## src/core/led_dim_consts.vh

```
`ifndef LED_DIM_CONSTS_VH
`define LED_DIM_CONSTS_VH
`define STANDALONE_ADDR 7'h60
`define BUS_ADDR_BASE 7'h64
`define REG_CONFIG 8'h00
`define REG_PWM_DIM 8'h01
`define REG_CH1_DIM 8'h02
`define REG_STATUS 8'h03
`define CONFIG_CLKOUT_BIT 6
`define CONFIG_RESET 8'h00
`define PWM_DIM_RESET 8'h00
`define CH1_DIM_RESET 8'hff
`endif

```

## src/core/led_dimming_mode_control.v

```verilog
// Functional notes
// - Bus mode if either address select is high; standalone when both grounded.
// - Bus mode stays idle after reset until the PWM dimming register is written.
// - Standalone mode starts at the first PWM input rising edge after reset.
// - Standalone address is 1100000; PWM dimming registers are then inaccessible.
// - Current target scale equals code plus one over 256.
// - Channel 1 dimming code is bus accessible and resets to 255.
// - Each code bit adds a binary-weighted share, one 256th up to one half.
// - Clock output is off after reset; config bit 6 enables it.
`timescale 1ns/1ns
`default_nettype none
`include "led_dim_consts.vh"
module led_dimming_mode_control
(
	input wire clk_sys,
	input wire srst,
	input wire scl_in,
	input wire sda_in,
	output reg sda_out,
	output reg sda_oe,
	input wire address_select_a,
	input wire address_select_b,
	input wire pwm_dim_in,
	input wire osc_clk,
	input wire sync_clock_pin_in,
	output reg sync_clock_pin_out,
	output reg sync_clock_pin_oe,
	output reg sync_ref,
	output reg bus_mode,
	output reg running,
	output reg [7:0] ch1_analog_dim_code,
	output reg [8:0] current_scale
);
	localparam ST_IDLE = 4'h0;
	localparam ST_ADDR = 4'h1;
	localparam ST_ACK_ADDR = 4'h2;
	localparam ST_REG = 4'h3;
	localparam ST_ACK_REG = 4'h4;
	localparam ST_WDATA = 4'h5;
	localparam ST_ACK_DATA = 4'h6;
	localparam ST_RDATA = 4'h7;
	localparam ST_RACK = 4'h8;
	localparam [6:0] BUS_BASE = `BUS_ADDR_BASE;

	reg scl_s1, scl_s2, scl_d;
	reg sda_s1, sda_s2, sda_d;
	reg asa_s1, asa_s2, asb_s1, asb_s2;
	reg pwm_s1, pwm_s2, pwm_d;
	reg osc_s1, osc_s2;
	reg syn_s1;
	reg [3:0] state;
	reg [3:0] bitcnt;
	reg [7:0] shift;
	reg [7:0] pointer;
	reg rw;
	reg nack;
	reg [7:0] config_reg;
	reg [7:0] pwm_dim;
	wire scl_rise;
	wire scl_fall;
	wire start_cond;
	wire stop_cond;
	wire [6:0] my_addr;
	wire next_bus_mode;
	wire pwm_rise;
	wire pwm_ok;
	wire [7:0] rd_val;

	assign scl_rise = scl_s2 & ~scl_d;
	assign scl_fall = ~scl_s2 & scl_d;
	assign start_cond = scl_s2 & scl_d & sda_d & ~sda_s2;
	assign stop_cond = scl_s2 & scl_d & ~sda_d & sda_s2;
	assign next_bus_mode = asa_s2 | asb_s2;
	assign my_addr = next_bus_mode ? {BUS_BASE[6:2], asa_s2, asb_s2} : `STANDALONE_ADDR;
	assign pwm_ok = bus_mode;
	assign pwm_rise = pwm_s2 & ~pwm_d;

	function [7:0] read_reg;
		input [7:0] ptr;
		input [7:0] cfg;
		input [7:0] pwm;
		input [7:0] adim;
		input pok;
		input run;
		input bm;
		begin
			case (ptr)
				`REG_CONFIG: read_reg = cfg;
				`REG_PWM_DIM: read_reg = pok ? pwm : 8'h00;
				`REG_CH1_DIM: read_reg = adim;
				`REG_STATUS: read_reg = {6'h00, run, bm};
				default: read_reg = 8'h00;
			endcase
		end
	endfunction

	assign rd_val = read_reg(pointer, config_reg, pwm_dim, ch1_analog_dim_code, pwm_ok, running, bus_mode);

	always @(posedge clk_sys)
	begin
		if (srst)
		begin
			scl_s1 <= 1'b1;
			scl_s2 <= 1'b1;
			scl_d <= 1'b1;
			sda_s1 <= 1'b1;
			sda_s2 <= 1'b1;
			sda_d <= 1'b1;
			asa_s1 <= 1'b0;
			asa_s2 <= 1'b0;
			asb_s1 <= 1'b0;
			asb_s2 <= 1'b0;
			pwm_s1 <= 1'b1;
			pwm_s2 <= 1'b1;
			pwm_d <= 1'b1;
			osc_s1 <= 1'b0;
			osc_s2 <= 1'b0;
			syn_s1 <= 1'b0;
			sync_ref <= 1'b0;
		end
		else
		begin
			scl_s1 <= scl_in;
			scl_s2 <= scl_s1;
			scl_d <= scl_s2;
			sda_s1 <= sda_in;
			sda_s2 <= sda_s1;
			sda_d <= sda_s2;
			asa_s1 <= address_select_a;
			asa_s2 <= asa_s1;
			asb_s1 <= address_select_b;
			asb_s2 <= asb_s1;
			pwm_s1 <= pwm_dim_in;
			pwm_s2 <= pwm_s1;
			pwm_d <= pwm_s2;
			osc_s1 <= osc_clk;
			osc_s2 <= osc_s1;
			syn_s1 <= sync_clock_pin_in;
			sync_ref <= syn_s1;
		end
	end

	always @(posedge clk_sys)
	begin
		if (srst)
		begin
			bus_mode <= 1'b0;
			running <= 1'b0;
			sync_clock_pin_out <= 1'b0;
			sync_clock_pin_oe <= 1'b0;
			current_scale <= 9'h100;
		end
		else
		begin
			bus_mode <= next_bus_mode;
			if (next_bus_mode && state == ST_ACK_DATA && scl_fall && pointer == `REG_PWM_DIM)
				running <= 1'b1;
			else if (!next_bus_mode && pwm_rise)
				running <= 1'b1;
			sync_clock_pin_out <= osc_s2 & config_reg[`CONFIG_CLKOUT_BIT];
			sync_clock_pin_oe <= config_reg[`CONFIG_CLKOUT_BIT];
			current_scale <= {1'b0, ch1_analog_dim_code} + 9'h001;
		end
	end

	always @(posedge clk_sys)
	begin
		if (srst)
		begin
			state <= ST_IDLE;
			bitcnt <= 4'h0;
			shift <= 8'h00;
			pointer <= 8'h00;
			rw <= 1'b0;
			nack <= 1'b0;
			sda_out <= 1'b0;
			sda_oe <= 1'b0;
			config_reg <= `CONFIG_RESET;
			pwm_dim <= `PWM_DIM_RESET;
			ch1_analog_dim_code <= `CH1_DIM_RESET;
		end
		else if (stop_cond)
		begin
			state <= ST_IDLE;
			sda_oe <= 1'b0;
		end
		else if (start_cond)
		begin
			state <= ST_ADDR;
			bitcnt <= 4'h0;
			sda_oe <= 1'b0;
		end
		else
		begin
			case (state)
				ST_IDLE:
				begin
					sda_oe <= 1'b0;
				end
				ST_ADDR, ST_REG, ST_WDATA:
				begin
					if (scl_rise && bitcnt != 4'h8)
					begin
						shift <= {shift[6:0], sda_s2};
						bitcnt <= bitcnt + 4'h1;
					end
					else if (scl_fall && bitcnt == 4'h8)
					begin
						bitcnt <= 4'h0;
						if (state == ST_ADDR)
						begin
							if (shift[7:1] == my_addr)
							begin
								rw <= shift[0];
								sda_oe <= 1'b1;
								state <= ST_ACK_ADDR;
							end
							else
								state <= ST_IDLE;
						end
						else if (state == ST_REG)
						begin
							pointer <= shift;
							sda_oe <= 1'b1;
							state <= ST_ACK_REG;
						end
						else
						begin
							case (pointer)
								`REG_CONFIG: config_reg <= shift;
								`REG_PWM_DIM: if (pwm_ok) pwm_dim <= shift;
								`REG_CH1_DIM: ch1_analog_dim_code <= shift;
								default: ;
							endcase
							sda_oe <= 1'b1;
							state <= ST_ACK_DATA;
						end
					end
				end
				ST_ACK_ADDR, ST_ACK_REG, ST_ACK_DATA:
				begin
					if (scl_fall)
					begin
						if (state == ST_ACK_DATA)
							pointer <= pointer + 8'h01;
						if (state == ST_ACK_ADDR && rw)
						begin
							shift <= rd_val;
							sda_oe <= ~rd_val[7];
							bitcnt <= 4'h1;
							state <= ST_RDATA;
						end
						else
						begin
							sda_oe <= 1'b0;
							state <= (state == ST_ACK_ADDR) ? ST_REG : ST_WDATA;
						end
					end
				end
				ST_RDATA:
				begin
					if (scl_fall)
					begin
						if (bitcnt == 4'h8)
						begin
							sda_oe <= 1'b0;
							pointer <= pointer + 8'h01;
							state <= ST_RACK;
						end
						else
						begin
							sda_oe <= ~shift[6];
							shift <= {shift[6:0], 1'b0};
							bitcnt <= bitcnt + 4'h1;
						end
					end
				end
				ST_RACK:
				begin
					if (scl_rise)
						nack <= sda_s2;
					else if (scl_fall)
					begin
						if (nack)
							state <= ST_IDLE;
						else
						begin
							shift <= rd_val;
							sda_oe <= ~rd_val[7];
							bitcnt <= 4'h1;
							state <= ST_RDATA;
						end
					end
				end
				default:
				begin
					state <= ST_IDLE;
				end
			endcase
		end
	end
endmodule // led_dimming_mode_control
`default_nettype wire

```

## config.mk

```make
export PLATFORM = sky130hd
export DESIGN_NAME = led_dimming_mode_control
export DESIGN_NICKNAME = d
export VERILOG_FILES = /design/src/core/led_dimming_mode_control.v
export VERILOG_INCLUDE_DIRS = /design/src /design/src/core
export SDC_FILE = /design/constraint.sdc
export NUM_CORES = 1
export LEC_CHECK = 0
export BUFFER_PORTS_ARGS = -buffer_cell sky130_fd_sc_hd__clkbuf_2
export CAP_MARGIN = 30
export CORE_MARGIN = 3
export CORE_UTILIZATION = 50
export DETAILED_ROUTE_END_ITERATION = 10
export GPL_ROUTABILITY_DRIVEN = 1
export HOLD_SLACK_MARGIN = 0.05
export PLACE_DENSITY = 0.69
export RECOVER_POWER = 25
export SLEW_MARGIN = 25
export SYNTH_ARGS = -nofsm -noshare
export SYNTH_HDL_FRONTEND = slang
export SYNTH_SLANG_ARGS = --single-unit
export TNS_END_PERCENT = 100
```

## constraint.sdc

```tcl
create_clock -name clk_sys -period 5.1 [get_ports clk_sys]
set_clock_uncertainty 0.05 [all_clocks]
set_input_delay 0.51 -clock clk_sys [delete_from_list [all_inputs] [get_ports clk_sys]]
set_output_delay 0.51 -clock clk_sys [all_outputs]
set_load 0.03 [all_outputs]
```

After elaboration in Yosys (flattened, before gate mapping)
Cells that the tools add are included.
Word-level totals
  register bits after elaboration: 81
Operators by class
  equal/unequal tests: 41
  bitwise gates (word level): 23
  $add $sub $neg: 3
  reduce and logical (&&, ||, !) cells: 30
  mux-type cells: 61
Operators by type and width (count)
  $mux 8: 17
  $mux 4: 18
  $pmux 8 s4: 2
  $ne 3x3->1 const B: 11
  $reduce_and 8->1: 4
  $ne 2x2->1 const B: 15
  $pmux 8 s3: 1
  $reduce_and 11->1: 2
  $pmux 4 s5: 1
  $reduce_and 9->1: 2
  $eq 4x3->1 const B: 4
  $eq 8x2->1 const B: 2
  $pmux 4 s4: 1
  $mux 1: 14
  $not 1->1: 13
  $mux 3: 4
  $reduce_and 10->1: 1
  $reduce_bool 5->1: 2
  $add 8x1->9 const B: 1
  $and 1x1->1: 9
  $reduce_or 3->1: 3
  $add 8x1->8 const B: 1
  $eq 4x2->1 const B: 2
  $eq 4x4->1 const B: 2
  18 further kinds: 26

Logic depth before layout (Yosys ltp)
Gate-level depths: netlist (run 1).
  word-level depth: 9
  depth in mapped cells: 8

Worst setup path before layout (run 1)
Ideal clock, no wire load.
  path type: flip-flop to flip-flop
  from: reg state[1]
  to: reg sda_oe
  setup time: 59 ps
  path slack: 3043 ps
  clock period less this slack: 2057 ps
  path buffers: 1
  required time: 4991 ps
  stages on the path, launching flop included: 7
  arrival time: 1948 ps
  path through: dfxtp_1 buf_6 or4_4 a32o_1 a221o_1 or4_1 nand2_1
Between the ends
  word-level cells in the longest chain between the ends: 5
Ends and longest elaborated chain
  start, declared: line led_dimming_mode_control.v:51  | reg [3:0] state;
  start signal, assigned: line led_dimming_mode_control.v:256  | state <= (state == ST_ACK_ADDR) ? ST_REG : ST_WDATA;
  $eq 4x1->1 / $eq 4x2->1 (equally long branches): line led_dimming_mode_control.v:195, led_dimming_mode_control.v:210, led_dimming_mode_control.v:246
  $mux 1 / $logic_and 1x1->1 (equally long branches): line led_dimming_mode_control.v:210, led_dimming_mode_control.v:246
  $mux 1, on equally long branches: line led_dimming_mode_control.v:207, led_dimming_mode_control.v:246
  $mux 1, on equally long branches: line led_dimming_mode_control.v:202, led_dimming_mode_control.v:242
  $pmux 1 s5: line led_dimming_mode_control.v:195  | case (state)
  end signal, assigned: line led_dimming_mode_control.v:249  | sda_oe <= ~rd_val[7];
  end signal, assigned: line led_dimming_mode_control.v:272  | sda_oe <= ~shift[6];
  end signal, assigned: line led_dimming_mode_control.v:289  | sda_oe <= ~rd_val[7];
  end, declared: line led_dimming_mode_control.v:20  | output reg sda_oe,
Parallel ways exist; a longest one is shown, timed or not. The select of a mux whose other input is x is not followed.
A chain may end at the register's enable or synchronous reset.

Worst setup path in the final report (run 1)
  from: reg state[0]
  to: reg shift[6]
Between the ends
  word-level cells in the longest chain between the ends: 4
Ends and longest elaborated chain
  $eq 4x3->1, or another cell as far along: line led_dimming_mode_control.v:195
  $reduce_or 3->1 / $logic_and 1x1->1 (equally long branches): line led_dimming_mode_control.v:195, led_dimming_mode_control.v:246
  $reduce_bool 4->1 (no source line) / $ne 2x2->1 (equally long branches)
  $reduce_and 11->1 (no source line)
  end signal, assigned: line led_dimming_mode_control.v:204  | shift <= {shift[6:0], sda_s2};
  end signal, assigned: line led_dimming_mode_control.v:248  | shift <= rd_val;
  end signal, assigned: line led_dimming_mode_control.v:273  | shift <= {shift[6:0], 1'b0};
  end, declared: line led_dimming_mode_control.v:53  | reg [7:0] shift;
Parallel ways exist; a longest one is shown, timed or not.

==> impl_metrics.ini, run 1 <==
[finish]
largest_reg_flops = 9
fin_nets = 465
drive_above_1_share_pct = 14.8
largest_register = current_scale
antenna_cells = 0
num-fill-cells = 641
flow.area_growth_from_synthesis_pct = 9.03
design_area_um2 = 4170
fin_cells = 553
multi_input_area_um2 = 2030
seqCellArea_um2 = 1620

[routing]
drt_iter0_drc = 171
drc = 0
vias_per_cell = 5.79
first_pass_iters = 4
drt_wl_total_um = 8920
postRouteAntennaNets = 0
drt-wirelength-per-cell_um = 16.1
vias = 3203

[die]
fp.dieW_um = 93.5
rows = 31
die_height_um = 93.5
ios = 33
core_area_um2 = 7330
fp.dieArea_um2 = 8730
start_util_pct = 52.2

[synthesis]
synth-seq-area-share_pct = 42.4
synth_seq_cells = 81
synth-adder-area-share_pct = 2.29
yosysTopAreaCellShare_pct = 42.4
synth_nets = 450
synth-main-ff-cell = dfxtp_1
synthSimpleGateAreaFrac_pct = 23.0
synth_cells = 434
synth_compound_area_share_pct = 16.9
yosysTopAreaCell = dfxtp_1
async_reset_ff_share_pct = 0
synth_xor_area_share_pct = 1.60
postSynthAreaPerCell_um2 = 8.81
syn_area_um2 = 3820
ys_warn_count = 0
synth_mux_area_share_pct = 9.29
synth_top_family_by_area = simple AND/OR/NAND/NOR gates
synth_enable_flop_cells = 0
ys_types = 64
synth.area.top_cells = dfxtp_1 42%, mux2i_1 8.1%, nor2_1 5.3%, nand2_1 3.0%, nor2b_1 2.8%

[critical_path]
critical_path.startpoint = state[0]
reg2reg_depth = 6
crit_chain = nor2b_1, o221ai_1, a221oi_2, clkbuf_2, nor2_1, a211oi_1
worstPathRequired_ns = 5.32
critical_path_class = reg2reg
crit_path_end_kind = flip-flop
r2r_slack_ns = 2.46
cp_slowest_cell = a221oi_2
worstPathArrival_ns = 2.86
rr_endpoint = shift[6]
slowest_delay_ns = 0.75
path_max_fanout = 20
r2r-start = state[0]
worstSetupEndpoint = shift[6]
worstSetupStartpointType = flip-flop

[clock_tree]
cts.sinks = 81
ctsHoldBuffers = 0
cts.path.max_buffers = 2
cts-root-buf = clkbuf_8
cts_made_buffers = 9
htreeDepth = 3
cts_tree = done
cts_resized = 0
clk_pin_slew_ns = 0.09
insertion_delay_ns = 0.35
cts_setup_buffers = 0

[place]
placedInstanceArea_um2 = 3990
pre_cts_ws_ns = 2.46
io_buffers = 31
gp_congestion = 0.874
placed_cells = 536
hpwl_um = 5990

[grt]
grt_usage_pct = 21.4
grt_overflow = 0
grt_first_pass_wirelength_um = 14600
grt_max_degree = 64
grt_pass1_vias = 2927
antenna_found_initial = 0

[worst_hold_path]
min_path_type = in2reg

[timing]
hold_viol_final = 0
slew_headroom_pct = 47.4
fin_ws_ns = 2.46
period_needed_ns = 2.64
timing.final.crit_share_pct = 51.7
rsz0062_at_grt = no
maxSlewViolCount = 0
worst_pin_slew_ns = 0.789
setup_violations = 0
tns_ns = 0
fmax_mhz = 379

[flow_run]
cap_violations = 0

[status]
outcome = finished clean

[pwr]
power-per-cell-area_nw_per_um2 = 277
ir_drop_mv = 0.193
p_leak_nw = 1.71
## stage by stage
stage	total power [mW]	hold slack (ns)	util, %
6_report	1.16	0.291	56.9
5_1_grt	1.20	0.287	56.9
4_1_cts	1.16	0.272	56.8
3_5_place_dp	0.737	0.345	54.4
3_3_place_gp	0.736	0.342	54.4
2_1_floorplan	0.719	0.339	-
## cells in the mapped netlist, drive strengths merged (5+ instances only)
| library cell | count |
|---|---|
| a211oi | 10 |
| a21oi | 20 |
| a222oi | 7 |
| a22oi | 5 |
| buf | 9 |
| clkbuf | 21 |
| dfxtp | 81 |
| ha | 7 |
| inv | 10 |
| mux2i | 31 |
| nand2 | 31 |
| nand2b | 5 |
| nand3 | 13 |
| nor2 | 54 |
| nor2b | 17 |
| nor3 | 8 |
| o21ai | 18 |
| or2 | 10 |
| xor2 | 6 |
## worst min-delay path by stage
stage	startpoint	end	slack [ns]	depth (start not counted)
floorplan	pwm_s1	pwm_s2	0.34	1
global placement	sda_s1	sda_s2	0.34	1
detailed placement	pwm_s1	pwm_s2	0.35	1
CTS	scl_in	scl_s1	0.27	2
global route	scl_in	scl_s1	0.29	2
finish	scl_in	scl_s1	0.29	2
## where the power goes
part / internal, mW / total (mW) / switching [mW]
sequential: 0.643 / 0.660 / 0.0172
combinational: 0.0250 / 0.0623 / 0.0373
clock: 0.182 / 0.433 / 0.251
total: 0.850 / 1.16 / 0.305
## critical path: cells and delay by family (launching register included)
kind / cells / cell delay [ns]
simple gates: 2 / 0.30
compound gates: 3 / 1.21
flops: 1 / 0.68
buf+inv: 1 / 0.31
## cells by family (layout without fill, tap and decap cells)
group	count (synthesis)	in the layout
other	1	1
flip-flops	81	81
AO/OA/AOI/OAI	91	91
buffers and inverters	40	60
XOR/XNOR	7	7
multiplexers	35	35
adder cells (fa/ha/maj)	7	7
AND/OR/NAND/NOR	172	172
## layout by cell type (no fill, tap or decap), types with 13 or more instances in the layout
cell      count
a21oi_1      19
nand2_1      31
dfxtp_1      81
mux2i_1      31
o21ai_0      18
clkbuf_2     31
nor2b_1      17
nand3_1      13
nor2_1       54
## metal layers
layer | share of wire [%] | routed length [um] | vias up | GRT usage (%)
met2 | 48 | 4280 | 92 | 34.6
met4 | 2.5 | 224 | 0 | 9.77
met3 | 4.2 | 378 | 19 | 3.14
met5 | 0 | 0 | - | 0
met1 | 45 | 4040 | 1510 | 28.1
li1 | - | - | 1582 | -
## area by class of cell
| class | instances | area share [%] |
|---|---|---|
| clock inverter | 6 | 1.20 |
| multi-input combinational | 313 | 48.8 |
| timing repair buffer | 34 | 4.17 |
| tap | 99 | 2.97 |
| clock buffer | 10 | 3.06 |
| inverter | 10 | 0.900 |
| sequential | 81 | 38.9 |
Power figures use the tool's default switching activity.
==> run 2, diff against run 1 <==
--- a/config.mk
+++ b/config.mk
@@ -13,7 +13,7 @@
 export DETAILED_ROUTE_END_ITERATION = 10
 export GPL_ROUTABILITY_DRIVEN = 1
 export HOLD_SLACK_MARGIN = 0.05
-export PLACE_DENSITY = 0.69
+export PLACE_DENSITY = 0.71
 export RECOVER_POWER = 25
 export SLEW_MARGIN = 25
 export SYNTH_ARGS = -nofsm -noshare
==> constraint.sdc (replaced) <==
create_clock -name clk_sys -period 2.18 [get_ports clk_sys]
set_clock_uncertainty 0.05 [all_clocks]
set_input_delay 0.218 -clock clk_sys [delete_from_list [all_inputs] [get_ports clk_sys]]
set_output_delay 0.218 -clock clk_sys [all_outputs]
set_load 0.03 [all_outputs]
==> impl_metrics.ini, run 2 (synthesized netlist as in run 1, its figures left out) <==
[critical_path]
worstPathArrival_ns = 2.30
worstSetupStartpointType = flip-flop
crit_path_end_kind = flip-flop
worstPathRequired_ns = 2.43
path_max_fanout = 4
cp_slowest_cell = or4_4
critical_path_class = reg2reg
crit_buf_inv = 0
slowest_delay_ns = 0.55
crit_chain = or4_4, a32o_1, a221o_1, or4_1, nand2_1
crit_family = simple AND/OR/NAND/NOR gates

[die]
ios = 33
start_util_pct = 52.2
fp.dieArea_um2 = 8730
core_area_um2 = 7330
rows = 31
fp.dieW_um = 93.5
die_height_um = 93.5

[clock_tree]
htreeDepth = 3
cts.path.max_buffers = 2
cts_made_buffers = 9
cts_tree = done
cts-root-buf = clkbuf_8
cts.sinks = 81
clk_pin_slew_ns = 0.08
insertion_delay_ns = 0.35

[timing]
period_needed_ns = 2.05
rsz0062_at_grt = no
hold_viol_final = 0
fmax_mhz = 487
hold_ws_ns = 0.131
setup_violations = 0
slew_headroom_pct = 55.2
worst_pin_slew_ns = 0.663
timing.final.crit_share_pct = 94.1
maxSlewViolCount = 0
tns_ns = 0

[routing]
first_pass_iters = 5
vias_per_cell = 5.77
drt-wirelength-per-cell_um = 16.0
postRouteAntennaNets = 0
drc = 0
drt_wl_total_um = 9500
vias = 3418
drt_iter0_drc = 141

[place]
gp_congestion = 0.921
io_buffers = 31
hpwl_um = 6660

[grt]
grt_pass1_vias = 3260
grt_max_degree = 59
grt_overflow = 0
antenna_found_initial = 0
grt_usage_pct = 23.0
grt_first_pass_wirelength_um = 15900

[finish]
largest_reg_flops = 9
fin_nets = 504
flow.area_growth_from_synthesis_pct = 18.2
drive_above_1_share_pct = 20.3
largest_register = current_scale
final_common_cell = dfxtp_1
final_cell_mix = 79 x dfxtp_1, 54 x nor2_1, 32 x buf_4
antenna_cells = 0

[pwr]
ir_drop_mv = 0.428
design_power_total_mw = 2.73
p_leak_nw = 1.90
power-per-cell-area_nw_per_um2 = 603

[status]
outcome = finished clean

[worst_hold_path]
min_path_type = in2reg

[flow_run]
cap_violations = 0
## run 2: changes by cell type in the layout (fill, tap and decap cells not counted), moves of 2 or more
cell           change
buf_4             +30
dlygate4sd3_1      +7
clkbuf_2           -4
clkbuf_1           +3
buf_12             +2
clkinv_4           -2
dfxtp_1            -2
dfxtp_2            +2
## run 2: final timing paths
kind | start | end | slack [ns] | cells after the start
max | state[1] | sda_oe | 0.13 | 5
min | srst | nack | 0.13 | 2
max reg2reg | state[1] | sda_oe | 0.13 | 5
min reg2reg | pwm_s1 | pwm_s2 | 0.37 | 1
## run 2: routing by layer
| metal | GRT usage [%] | part of all wire (%) |
|---|---|---|
| met1 | 28.9 | 44 |
| met2 | 38.3 | 48 |
| met3 | 3.62 | 4.4 |
| met4 | 11.2 | 2.8 |
| met5 | 0 | 0 |
## run 2: area by class of cell
type / instances / area (um2)
clock buffer: 10 / 128
clock inverter: 6 / 48.8
fill: 623 / 2810
inverter: 10 / 37.5
multi-input combinational: 313 / 2050
sequential: 81 / 1620
tap: 99 / 124
timing repair buffer: 73 / 512
## run 2: stage by stage
| stage | std cells | worst slack (ns) | area, um2 | utilization, % |
|---|---|---|---|---|
| 2_1_floorplan | 434 | 0.123 | 3820 | - |
| 3_3_place_gp | 568 | 0.138 | 4250 | 58.0 |
| 3_5_place_dp | 568 | 0.0891 | 4250 | 58.0 |
| 4_1_cts | 591 | 0.0648 | 4500 | 61.4 |
| 5_1_grt | 592 | 0.00289 | 4520 | 61.6 |
| 6_report | 592 | 0.128 | 4520 | 61.6 |
## run 2: where the power goes
| part | switching [mW] | total [mW] | leakage (nW) | internal, mW |
|---|---|---|---|---|
| clock network | 0.574 | 1.00 | 0.0799 | 0.426 |
| registers | 0.0278 | 1.53 | 0.658 | 1.50 |
| logic | 0.109 | 0.194 | 1.17 | 0.0854 |
| total | 0.710 | 2.73 | 1.90 | 2.02 |
## run 2: what timing repair did
action	CTS	global route
hold buffers	7	0
hold endpoints to repair	7	0
setup buffers	0	1
resized for setup	0	5
endpoints found under the setup margin	0	8
==> run 3, diff against run 2 <==
--- a/config.mk
+++ b/config.mk
@@ -13,7 +13,7 @@
 export DETAILED_ROUTE_END_ITERATION = 10
 export GPL_ROUTABILITY_DRIVEN = 1
 export HOLD_SLACK_MARGIN = 0.05
-export PLACE_DENSITY = 0.71
+export PLACE_DENSITY = 0.69
 export RECOVER_POWER = 25
 export SLEW_MARGIN = 25
 export SYNTH_ARGS = -nofsm -noshare
==> constraint.sdc (replaced) <==
create_clock -name clk_sys -period 1.9 [get_ports clk_sys]
set_clock_uncertainty 0.05 [all_clocks]
set_input_delay 0.19 -clock clk_sys [delete_from_list [all_inputs] [get_ports clk_sys]]
set_output_delay 0.19 -clock clk_sys [all_outputs]
set_load 0.03 [all_outputs]
==> impl_metrics.ini, run 3 (synthesized netlist as in run 1, its figures left out) <==
[die]
core_area_um2 = 7330
fp.dieW_um = 93.5
ios = 33
fp.dieArea_um2 = 8730
die_height_um = 93.5
start_util_pct = 52.2
rows = 31

[routing]
drt-wirelength-per-cell_um = 16.8
vias = 3580
drt_iter0_drc = 305
drc = 0
vias_per_cell = 5.66
first_pass_iters = 6
postRouteAntennaNets = 0
drt_wl_total_um = 10700

[place]
io_buffers = 31
gp_congestion = 0.997
hpwl_um = 7170
placed_cells = 606
placedInstanceArea_um2 = 4620

[finish]
num-fill-cells = 578
antenna_cells = 0
multi_input_area_um2 = 2220
fin_nets = 545
utilization_pct = 69.6
seqCellArea_um2 = 1640
final_common_cell = dfxtp_1
fin_cells = 633
drive_above_1_share_pct = 28.8
largest_register = current_scale
flow.area_growth_from_synthesis_pct = 33.4
largest_reg_flops = 9
final_cell_mix = 73 x dfxtp_1, 61 x buf_4, 52 x nor2_1
design_area_um2 = 5100

[critical_path]
crit_path_end_kind = flip-flop
worstPathRequired_ns = 2.15
path_max_fanout = 3
worstPathArrival_ns = 2.24
critical_path_class = reg2reg
r2r_slack_ns = -0.09
worstSetupStartpointType = flip-flop

[worst_hold_path]
min_path_type = reg2reg

[timing]
rsz0062_at_grt = yes
period_needed_ns = 1.99
fin_ws_ns = -0.0853
tns_ns = -0.299
maxSlewViolCount = 0
timing.final.crit_share_pct = 104
worst_pin_slew_ns = 0.676
slew_headroom_pct = 55.0
fmax_mhz = 504
setup_violations = 7
hold_viol_final = 0

[grt]
grt_usage_pct = 24.4
top_usage_layer = met2
antenna_found_initial = 0
grt_first_pass_wirelength_um = 16800
grt_pass1_vias = 3414
grt_max_degree = 60
grt_overflow = 0
use_met3_pct = 4.83
met2_usage_pct = 41.0
use_met1_pct = 31.0

[pwr]
design_power_total_mw = 3.37
ir_drop_mv = 0.554
p_leak_nw = 2.14
power-per-cell-area_nw_per_um2 = 662

[status]
violations = setup timing
outcome = complete, but fails checks

[clock_tree]
insertion_delay_ns = 0.36
cts_tree = done
cts-root-buf = clkbuf_8
htreeDepth = 3
clk_pin_slew_ns = 0.09
cts.sinks = 81
cts.path.max_buffers = 2
cts_made_buffers = 9

[flow_run]
cap_violations = 0
run 3: changes by cell type in the layout (fill, tap and decap cells not counted), sizes merged:
cell	delta
buf	+38
clkinvlp	-3
inv	+2
bufinv	+1
clkbuf	+1
clkinv	+1
dlygate4sd3	+1
run 3: metal layers:
layer / share of wire (%) / wire, um
met1: 44 / 4700
met2: 49 / 5230
met3: 5.2 / 553
met4: 1.8 / 188
met5: 0 / 0
run 3: final cells by class:
class,count,area share [%]
Multi-Input combinational cell,313,43.6
Inverter,10,0.736
Timing Repair Buffer,114,17.1
Clock buffer,9,2.43
Clock inverter,7,1.59
Tap cell,99,2.43
Sequential cell,81,32.1
run 3: what timing repair did:
action	in CTS	in global routing
hold endpoints to repair	8	0
endpoints found under the setup margin	21	39
hold buffers	8	0
setup buffers	0	2
resized for setup	11	40
pin swaps	1	8
cloned	0	1
run 3: path summary, 6_finish.rpt:
| path | start | to | cells past startpoint |
|---|---|---|---|
| max | state[1] | sda_oe | 5 |
| min reg2reg | pwm_s1 | pwm_s2 | 1 |
| max reg2reg | state[1] | sda_oe | 5 |
| min | pwm_s1 | pwm_s2 | 1 |
run 3: report_power, final:
part | leakage, nW | internal (mW) | switching [mW]
Combinational | 1.37 | 0.141 | 0.160
Clock | 0.107 | 0.633 | 0.691
Sequential | 0.662 | 1.72 | 0.0241
Total | 2.14 | 2.50 | 0.875
run 3: critical path, cell delays in order, from the launching register on:
cell	delay, ns
dfxtp_2	0.34
or4_4	0.54
a32o_1	0.23
a221o_1	0.29
or4_1	0.40
nand2_1	0.08
run 3: metrics by stage:
step | worst slack (ns) | hold slack (ns)
floorplan | -0.157 | 0.244
finish | -0.0853 | 0.366
detailed placement | -0.153 | 0.332
CTS | -0.161 | 0.368
global route | -0.150 | 0.380
global placement | -0.122 | 0.324
